--- src/core/emb_cfg.svh ---
// What this block does
// - address strobe pulses low once per external access, not for on-chip ones
// - address, direction, space valid at strobe rise
// - software float of strobes, direction and both ports together; space select is never floated
// - write data valid by data strobe fall
// - data strobe high for on-chip accesses
// - direction low only for external writes
// - reset fetches start vector from 00h, 01h
// - port 0 address then data, port 1 high
// - two separate 64K spaces, program and data
// - on-chip program memory at 0 to 3FFFh
// - otp variant reserves top 64 program bytes
// - nonvolatile data memory at 0 to 1FFh
// - on-chip ram at 200h to 2FFh
// - program fetches above 16K go external
// - space select output for external decode
//
// Purpose: constants of the external memory bus interface
// Assumes: one 10 MHz clock, synchronous reset
// Notes:   addresses are byte addresses in each space
`ifndef EMB_CFG_SVH
`define EMB_CFG_SVH
`define EMB_PROG_INT_TOP   16'h3FFF
`define EMB_OTP_RSVD_BYTES 16'h0040
`define EMB_NVM_TOP        16'h01FF
`define EMB_RAM_BASE       16'h0200
`define EMB_RAM_TOP        16'h02FF
`define EMB_VEC_HI_ADDR    16'h0000
`define EMB_VEC_LO_ADDR    16'h0001
`endif

--- src/core/emb_pkg.sv ---
// Purpose: types of the external memory bus interface
// Assumes: included config header for numbers
// Notes:   none
package emb_pkg;
  typedef enum logic [2:0] {
    EMB_IDLE  = 3'h0,
    EMB_ADDR  = 3'h1,
    EMB_LATCH = 3'h3,
    EMB_DATA  = 3'h2,
    EMB_END   = 3'h6
  } emb_state_t;
  typedef enum logic [1:0] {
    EMB_TGT_EXT  = 2'h0,
    EMB_TGT_PROG = 2'h1,
    EMB_TGT_NVM  = 2'h2,
    EMB_TGT_RAM  = 2'h3
  } emb_tgt_t;
endpackage

--- src/core/emb_decode.sv ---
// Purpose: memory space decode
// Assumes: combinational
// Notes:   none
`timescale 1ns/1ns
`default_nettype none
`include "emb_cfg.svh"
module emb_decode #(
  parameter bit OTP = 1'b0
) (
  input  wire logic       space_prog,
  input  wire logic [15:0] addr,
  output emb_pkg::emb_tgt_t tgt,
  output logic            rsvd
);
  always_comb begin
    tgt  = emb_pkg::EMB_TGT_EXT;
    rsvd = 1'b0;
    if (space_prog) begin
      if (addr <= `EMB_PROG_INT_TOP) begin
        tgt = emb_pkg::EMB_TGT_PROG;
        rsvd = OTP && (addr > (`EMB_PROG_INT_TOP - `EMB_OTP_RSVD_BYTES));
      end
    end else begin
      if (addr <= `EMB_NVM_TOP) begin
        tgt = emb_pkg::EMB_TGT_NVM;
      end else if (addr >= `EMB_RAM_BASE && addr <= `EMB_RAM_TOP) begin
        tgt = emb_pkg::EMB_TGT_RAM;
      end
    end
  end
endmodule
`default_nettype wire

--- src/core/emb_bus.sv ---
// Purpose: external memory bus sequencer and space decode
// Assumes: one requester, inputs synchronous to ref_clk
// Notes:   internal accesses take one cycle, external five
`timescale 1ns/1ns
`default_nettype none
`include "emb_cfg.svh"
module emb_bus #(
  parameter bit OTP = 1'b0
) (
  input  wire logic        ref_clk,
  input  wire logic        rst,
  input  wire logic        req_valid,
  output logic             req_ready,
  input  wire logic        req_prog,
  input  wire logic        req_write,
  input  wire logic [15:0] req_addr,
  input  wire logic [7:0]  req_wdata,
  output logic             rsp_valid,
  output logic [7:0]       rsp_rdata,
  output logic             rsp_rsvd,
  output logic             vec_done,
  output logic [15:0]      vec_addr,
  input  wire logic        bus_float,
  output logic             int_sel,
  output logic             int_prog,
  output logic             int_nvm,
  output logic             int_we,
  output logic [15:0]      int_addr,
  output logic [7:0]       int_wdata,
  input  wire logic [7:0]  int_rdata,
  output logic             address_strobe_n,
  output logic             address_strobe_oe_n,
  output logic             data_strobe_n,
  output logic             data_strobe_oe_n,
  output logic             rw,
  output logic             rw_oe_n,
  output logic             space_data,
  output logic [7:0]       p0_out,
  output logic [7:0]       p0_oe_n,
  input  wire logic [7:0]  p0_in,
  output logic [7:0]       p1_out,
  output logic [7:0]       p1_oe_n
);
  // ==========================================================
  // state
  typedef struct packed {
    emb_pkg::emb_state_t st;
    logic [1:0]  vec;
    logic        prog;
    logic        wr;
    logic [15:0] addr;
    logic [7:0]  wdata;
    logic        as_n;
    logic        ds_n;
    logic        rw;
    logic        sp_d;
    logic        p0_drv;
    logic [7:0]  p0;
    logic [7:0]  p1;
    logic        rv;
    logic [7:0]  rd;
    logic        rsvd;
    logic [15:0] vaddr;
    logic        vdone;
  } emb_regs_t;
  emb_regs_t r_r;
  emb_regs_t r_nxt;
  emb_pkg::emb_tgt_t tgt;
  logic rsvd_hit;
  logic        cur_prog;
  logic [15:0] cur_addr;
  logic        cur_wr;
  logic        take;
  // ==========================================================
  // decode
  emb_decode #(.OTP(OTP)) u_dec (
    .space_prog (cur_prog),
    .addr       (cur_addr),
    .tgt        (tgt),
    .rsvd       (rsvd_hit)
  );
  always_comb begin
    cur_prog = r_r.vdone ? req_prog : 1'b1;
    cur_addr = r_r.vdone ? req_addr :
               (r_r.vec[0] ? `EMB_VEC_LO_ADDR : `EMB_VEC_HI_ADDR);
    cur_wr   = r_r.vdone ? req_write : 1'b0;
  end
  assign req_ready = r_r.vdone && (r_r.st == emb_pkg::EMB_IDLE);
  assign take = (r_r.st == emb_pkg::EMB_IDLE) &&
                (!r_r.vdone || req_valid);
  // ==========================================================
  // sequencer
  always_comb begin
    r_nxt    = r_r;
    r_nxt.rv = 1'b0;
    int_sel  = 1'b0;
    unique case (r_r.st)
      emb_pkg::EMB_IDLE: begin
        if (take) begin
          r_nxt.prog  = cur_prog;
          r_nxt.wr    = cur_wr;
          r_nxt.addr  = cur_addr;
          r_nxt.wdata = req_wdata;
          if (tgt != emb_pkg::EMB_TGT_EXT) begin
            int_sel    = 1'b1;
            r_nxt.rv   = 1'b1;
            r_nxt.rd   = int_rdata;
            r_nxt.rsvd = rsvd_hit;
            r_nxt.st   = emb_pkg::EMB_END;
          end else begin
            r_nxt.as_n   = 1'b0;
            r_nxt.rw     = ~cur_wr;
            r_nxt.sp_d   = ~cur_prog;
            r_nxt.p0_drv = 1'b1;
            r_nxt.p0     = cur_addr[7:0];
            r_nxt.p1     = cur_addr[15:8];
            r_nxt.st     = emb_pkg::EMB_ADDR;
          end
        end
      end
      emb_pkg::EMB_ADDR: begin
        r_nxt.as_n = 1'b1;
        r_nxt.st   = emb_pkg::EMB_LATCH;
      end
      emb_pkg::EMB_LATCH: begin
        r_nxt.p0_drv = r_r.wr;
        r_nxt.p0     = r_r.wr ? r_r.wdata : r_r.p0;
        r_nxt.st     = emb_pkg::EMB_DATA;
      end
      emb_pkg::EMB_DATA: begin
        r_nxt.ds_n = 1'b0;
        r_nxt.st   = emb_pkg::EMB_END;
      end
      emb_pkg::EMB_END: begin
        if (!r_r.ds_n) begin
          r_nxt.rd   = p0_in;
          r_nxt.rv   = 1'b1;
          r_nxt.rsvd = 1'b0;
        end
        r_nxt.ds_n   = 1'b1;
        r_nxt.rw     = 1'b1;
        r_nxt.p0_drv = 1'b0;
        r_nxt.st     = emb_pkg::EMB_IDLE;
      end
      default: r_nxt.st = emb_pkg::EMB_IDLE;
    endcase
    if (r_nxt.rv && !r_r.vdone) begin
      if (!r_r.vec[0]) begin
        r_nxt.vaddr[15:8] = r_nxt.rd;
        r_nxt.vec = 2'h1;
      end else begin
        r_nxt.vaddr[7:0] = r_nxt.rd;
        r_nxt.vdone = 1'b1;
        r_nxt.vec = 2'h2;
      end
    end
  end
  always_ff @(posedge ref_clk) begin
    if (rst) begin
      r_r <= '{st: emb_pkg::EMB_IDLE, vec: 2'h0, prog: 1'b1, wr: 1'b0,
               addr: 16'h0000, wdata: 8'h00, as_n: 1'b1, ds_n: 1'b1,
               rw: 1'b1, sp_d: 1'b0, p0_drv: 1'b0, p0: 8'h00,
               p1: 8'h00, rv: 1'b0, rd: 8'h00, rsvd: 1'b0,
               vaddr: 16'h0000, vdone: 1'b0};
    end else begin
      r_r <= r_nxt;
    end
  end
  // ==========================================================
  // outputs
  assign int_prog  = (tgt == emb_pkg::EMB_TGT_PROG);
  assign int_nvm   = (tgt == emb_pkg::EMB_TGT_NVM);
  assign int_we    = int_sel && cur_wr;
  assign int_addr  = cur_addr;
  assign int_wdata = req_wdata;
  assign rsp_valid = r_r.rv && r_r.vdone && (r_r.vec == 2'h2);
  assign rsp_rdata = r_r.rd;
  assign rsp_rsvd  = r_r.rsvd;
  assign vec_done  = r_r.vdone;
  assign vec_addr  = r_r.vaddr;
  assign address_strobe_n = r_r.as_n;
  assign data_strobe_n    = r_r.ds_n;
  assign rw               = r_r.rw;
  assign space_data       = r_r.sp_d;
  assign p0_out           = r_r.p0;
  assign p1_out           = r_r.p1;
  assign address_strobe_oe_n = bus_float;
  assign data_strobe_oe_n    = bus_float;
  assign rw_oe_n             = bus_float;
  assign p1_oe_n             = {8{bus_float}};
  assign p0_oe_n             = {8{bus_float || !r_r.p0_drv}};
endmodule
`default_nettype wire

--- config.mk ---
export PLATFORM = sky130hd
export DESIGN_NAME = emb_bus
export DESIGN_NICKNAME = d
export VERILOG_FILES = /design/src/core/emb_pkg.sv /design/src/core/emb_decode.sv /design/src/core/emb_bus.sv
export VERILOG_INCLUDE_DIRS = /design/src /design/src/core
export SDC_FILE = /design/constraint.sdc
export NUM_CORES = 1
export LEC_CHECK = 0
export BUFFER_PORTS_ARGS = -buffer_cell sky130_fd_sc_hd__buf_2
export CAP_MARGIN = 20
export CORE_MARGIN = 1
export CORE_UTILIZATION = 40
export DETAILED_ROUTE_END_ITERATION = 10
export PLACE_DENSITY = 0.69
export SYNTH_ARGS = -nofsm -noshare
export SYNTH_HDL_FRONTEND = slang
export SYNTH_SLANG_ARGS = --single-unit
--- constraint.sdc ---
create_clock -name ref_clk -period 3.68 [get_ports ref_clk]
set_clock_uncertainty 0.15 [all_clocks]
set_input_delay 0.184 -clock ref_clk [delete_from_list [all_inputs] [get_ports ref_clk]]
set_output_delay 0.184 -clock ref_clk [all_outputs]
set_load 0.02 [all_outputs]
; Yosys cells after proc, flatten, opt, wreduce, memory -nomap -nowiden
; Index checks and enable logic that the tools add are counted.
[word_totals]
regBits = 62
latch_bits = 0
mem_bits_rw = 0
mem_bits_ro = 0
in_bits = 46
out_inout_bits = 95
elab_cells = 92
n_memories = 0
[classes]
n_addsub = 0
n_mul = 0
div = 0
order_cmp = 4
eq_ne = 12
n_shift = 0
mux = 28
n_bitwise = 4
reduce_logical = 27
[ops]
columns = cell, count
row1 = $mux 29, 1
row2 = $mux 10, 2
row3 = $pmux 10 s2, 1
row4 = $mux 19, 1
row5 = $ge 16x10->1 const B, 1
row6 = $le 16x10->1 const B, 1
row7 = $le 16x14->1 const B, 1
row8 = $le 16x9->1 const B, 1
row9 = $mux 16, 1
row10 = $pmux 8 s2, 1
row11 = $pmux 3 s4, 1
row12 = $reduce_and 3->1, 4
row13 = $reduce_bool 2->1, 5
row14 = $mux 1, 9
row15 = $mux 2, 4
row16 = $mux 8, 1
row17 = $ne 2x2->1 const B, 4
row18 = $reduce_and 4->1, 2
row19 = $logic_and 1x1->1, 7
row20 = $eq 3x2->1 const B, 2
row21 = $mux 3, 2
row22 = $pmux 1 s2, 3
row23 = $reduce_and 2->1, 3
row24 = $eq 2x2->1 const B, 2
row25 = other kinds (10), 15

; Depth between registers and ports, before layout
[depth]
ltp_word = 13
mapped_depth = 7
mapped_depth_nobuf = 5

; Cells and area by module
; Synthesis repeated with hierarchy kept, for this count alone.
[hier_totals]
hier_cells = 382
area_unflattened_um2 = 3250.6
[by_module_without_submodules]
columns = module, n_inst, cells_each, area_per_inst_um2, seq_area_each_um2
row1 = emb_bus, 1, 374, 3194.3, 1241.2
row2 = emb_decode, 1, 8, 56.3, 0.0

; Worst setup path after synthesis
; No wires, ideal clock.
[synth_timing]
path_type = register -> output
start = reg r_r, in the netlist vec_done
end = out int_we
arrival_time_ns = 1.970
required_ns = 3.346
setup_slack_ns = 1.376
path_stages_with_launch = 6
path_buffers = 1
path_cell_list = dfxtp_1 > or4b_4 > o311a_4 > nor2_8 > buf_12 > and3_1
[synth_between]
elab_chain_cells = 11
word_cells_on_any_way = 20
cone_classes = 4 x order compare / 10 x mux / 6 x reduce/logical
[synth_rtl]
columns = item, line_no
row1 = from (decl), emb_bus.sv:66  ; emb_regs_t r_r;
row2 = from (signal assigned), emb_bus.sv:160  ; r_r <= '{st: emb_pkg::EMB_IDLE, vec: 2'h0, prog: 1'b1, wr: 1'b0,
row3 = from (signal assigned), emb_bus.sv:166  ; r_r <= r_nxt;
row4 = $mux 16, emb_bus.sv:84  ; cur_addr = r_r.vdone ? req_addr :
row5 = $ge 16x10->1 (no source line) / $le 16x10->1 (equally long branches), --
row6 = $logic_and 1x1->1 (no source line), --
row7 = $mux 2, emb_decode.sv:26  ; end else if (addr >= `EMB_RAM_BASE && addr <= `EMB_RAM_TOP) begin
row8 = $mux 2, emb_decode.sv:24  ; if (addr <= `EMB_NVM_TOP) begin
row9 = $mux 2, emb_decode.sv:18  ; if (space_prog) begin
row10 = $reduce_bool 2->1, emb_bus.sv:104  ; if (tgt != emb_pkg::EMB_TGT_EXT) begin
row11 = $mux 1, emb_bus.sv:104
row12 = $mux 1 (*), emb_bus.sv:99  ; if (take) begin
row13 = $mux 1 (*), emb_bus.sv:97  ; unique case (r_r.st)
row14 = named net int_sel, emb_bus.sv:24  ; output logic int_sel,
row15 = $logic_and 1x1->1 (*), emb_bus.sv:173  ; assign int_we = int_sel && cur_wr;
row16 = to (decl), emb_bus.sv:27  ; output logic int_we,
; Mark *: on every way through the listed nets, which the timed path passes. The rest lies on a longest branch.

; Worst setup path after layout
[layout_timing]
start = in req_prog
end = out int_we
[layout_between]
elab_chain_cells = 7
[layout_rtl]
columns = item, line_no
row1 = from (decl), emb_bus.sv:14  ; input wire logic req_prog,
row2 = $mux 1, emb_bus.sv:83  ; cur_prog = r_r.vdone ? req_prog : 1'b1;
row3 = $mux 2, emb_decode.sv:18
row4 = $reduce_bool 2->1, emb_bus.sv:104
row5 = $mux 1, emb_bus.sv:104
row6 = $mux 1, emb_bus.sv:99
row7 = $mux 1, emb_bus.sv:97
row8 = $logic_and 1x1->1, emb_bus.sv:173
; Every way passes these cells.

==> summary.txt <==
Drt
  – WL met1: 3630 um
  – Drc violations: 0
  – DR pass1 iterations: 4
  – Routed len/inst: 14.5 um
  – 1st-iter DRT viols: 146
  – Vias per cell: 4.99
  – Routed wire length: 8390 um
  – ANT nets after route: 0
  – Met3 wire len: 582 um
  – Vias: 2882
  – Top Layer Used: met4
  – Met2 routed WL: 4020 um

Setup path
  – Most frequent CP cell: buf_2
  – CP Max Fanout: 11
  – Max incr delay on CP: 0.53 ns
  – Slowest CP cell: dlygate4sd3_1
  – Worst Path Arrival: 2.46 ns
  – Crit path kind: primary input to output pin
  – R2R Setup Slk: 1.13 ns
  – Critical Path RT: 3.35 ns
  – Critical path launch point type: primary input
  – CP cell instances: dlygate4sd3_1, buf_2, or4b_4, o311a_4, nor2_8, and3_1, buf_2
  – Critical Path End Type: output pin

Yosys
  – Post-Synthesis Cells: 391
  – Syn. warnings: 0
  – Syn Nets: 437
  – Yosys top cell area share: 37.3%
  – Yosys cell types: 44
  – Synth Flop Type: dfxtp_1
  – #FFs+latches synth: 61
  – Sequential element share of the synthesized area: 37.3%
  – Mean Syn Cell Area: 8.37 um^2
  – Leading cell types by total area after synthesis: dfxtp_1, buf_4, nand2_1, a211oi_1, nor2_1
  – Post-Syn Area: 3270 um^2
  – Async set-reset flop share out of synthesis: 0%
  – Post-synth EDFFs: 0
  – Synth area leader: dfxtp_1

Floorplan
  – I/O pin total: 141
  – Die Width: 92.5 um
  – Die Y-Extent: 92.5 um
  – Die area: 8550 um^2
  – Floorplan row count: 32
  – Total core area: 7810 um^2
  – Initial Util: 41.9%

Clock network
  – CTS sink cnt: 61
  – CTS root buffer: clkbuf_8
  – Clk buf depth: 2
  – Clock transition at path regs: 0.06 ns
  – TritonCTS clock tree: done
  – Clock latency on the worst-skew pair: 0.34 ns
  – H-tree levels: 3
  – Total CTS buffers: 9

Outcome
  – Outcome: finished, final reports clean

Timing
  – Final setup vio count: 0
  – Final hold viol count: 0
  – Final Max Slew Viols: 0
  – Worst-Margin Slew: 0.772 ns
  – RSZ-0062 raised after global routing: false
  – Max Clk Rate: 358 MHz
  – TNS Setup: 0 ns
  – Worst slew margin: 48.1%
  – Fin crit share: 75.8%
  – Post-layout min period: 2.79 ns
  – Final worst slack: 0.890 ns

GRT
  – Vias in the first global route: 2649
  – Initial antenna violation count: 0
  – First-pass GRT wire length: 13000 um
  – Total grt overflow: 0
  – Gr usage total: 19.7%
  – Largest net degree at the start of global routing: 60

Placed design
  – DP Worst Slack: 1.06 ns
  – Detailed placement HPWL: 5970 um
  – Buffers on Ports: 139
  – Final Wtd Congestion: 0.807

Final layout
  – Area Overhead vs Synth: 20.3%
  – Final #Nets: 517
  – Antenna diodes: 0
  – Share of cells above drive strength 1: 37.6%
  – Fillers: 753

Power
  – Lkg Pwr: 1.82 nW
  – VDD IR max: 0.259 mV
  – Power Density: 695 nW/um^2
  – Power Total: 0.00274 W

Run
  – Max_cap viols: 0

Hold path
  – HP Class: primary input to flip-flop
[cells in the mapped netlist (3+ instances only)]
library cell / n
clkbuf_1: 15
nand3_1: 5
inv_1: 6
a211oi_2: 4
nand2_1: 54
a22oi_1: 6
a21oi_1: 25
a211oi_1: 22
o21ai_0: 6
a221oi_2: 6
buf_4: 67
nor2_1: 43
mux2i_1: 8
dfxtp_1: 61
buf_2: 3
buf_1: 4
and2_1: 17
o221ai_1: 6
[kinds of logic after synthesis]
logic type	Yosys count	synth area share [%]
AOI/OAI and AO/OA	87	21.0
xor gates and xnor gates	1	0.268
buffers and inverters	96	19.3
DFF	61	37.3
muxes	8	2.45
other	1	0.115
and+or+nand+nor	137	19.6
[area by class of cell]
| class | instances | area, um^2 | area share [%] |
|---|---|---|---|
| timing repair buffer | 159 | 902 | 22.9 |
| clock buffer | 13 | 179 | 4.54 |
| inverter | 6 | 22.5 | 0.572 |
| tap | 102 | 128 | 3.24 |
| multi-input combinational | 234 | 1420 | 36.1 |
| sequential | 61 | 1220 | 31.0 |
| clock inverter | 3 | 65.1 | 1.65 |
[metrics by stage]
step	util, %	std cells	area, um^2	hold WS [ns]
global route	50.4	578	3940	0.0288
CTS	50.0	575	3900	0.0333
detailed placement	44.8	543	3500	0.294
finish	50.4	578	3940	0.0399
floorplan	-	391	3270	0.170
global placement	44.8	543	3500	0.289
[power by group]
group / total (W) / internal, W / switching [W]
logic: 0.00110 / 0.000383 / 0.000716
registers: 0.000928 / 0.000808 / 0.000120
clock network: 0.000710 / 0.000454 / 0.000255
[cells in the final DEF, fill, tap and decap left out, types with 2 or more instances in the layout]
cell,count
buf_2,139
dfxtp_1,61
nand2_1,54
nor2_1,43
a21oi_1,25
a211oi_1,22
and2_1,17
dlygate4sd3_1,16
clkbuf_8,13
mux2i_1,8
inv_1,6
o21ai_0,6
a22oi_1,6
o221ai_1,6
a221oi_2,6
nand3_1,5
a211oi_2,4
and3_1,2
nor3_1,2
nand2b_1,2
a211o_1,2
or3_1,2
a31oi_1,2
a22oi_2,2
bufinv_16,2
buf_4,2
[worst paths after layout]
kind | cells past startpoint | from | endpoint
worst min-delay path | 2 | rst | rsp_rdata[7]
worst max register to register | 5 | r_r[76] | rw
worst min register to register | 2 | p1_out[5] | p1_out[5]
worst max-delay path | 7 | req_prog | int_we
[repair_timing]
item	4_1_cts	5_1_grt
buffers inserted	0	0
gates resized for setup	0	0
endpoints found under the hold margin	16	0
hold buffers	16	0
[worst max-delay path: cells and delay by family]
family                 cells  cell delay [ns]
and+or+nand+nor            3             0.98
AOI/OAI and AO/OA          1             0.45
buffers and inverters      3             0.84
[layer usage]
layer | vias up | GRT usage [%]
met1 | 1312 | 24.4
met2 | 117 | 32.0
met5 | - | 0
met4 | 0 | 6.51
met3 | 14 | 6.32
li1 | 1439 | -
[flip-flops by register name (all words and copies together) (netlist names)]
signal and flops:
address_strobe_n 1, data_strobe_n 1, p0_out 8, p1_out 8, r_r 16, rsp_rdata 8
rw 1, space_data 1, vec_addr 16, vec_done 1
No activity file was read; power rests on OpenSTA's default activity.
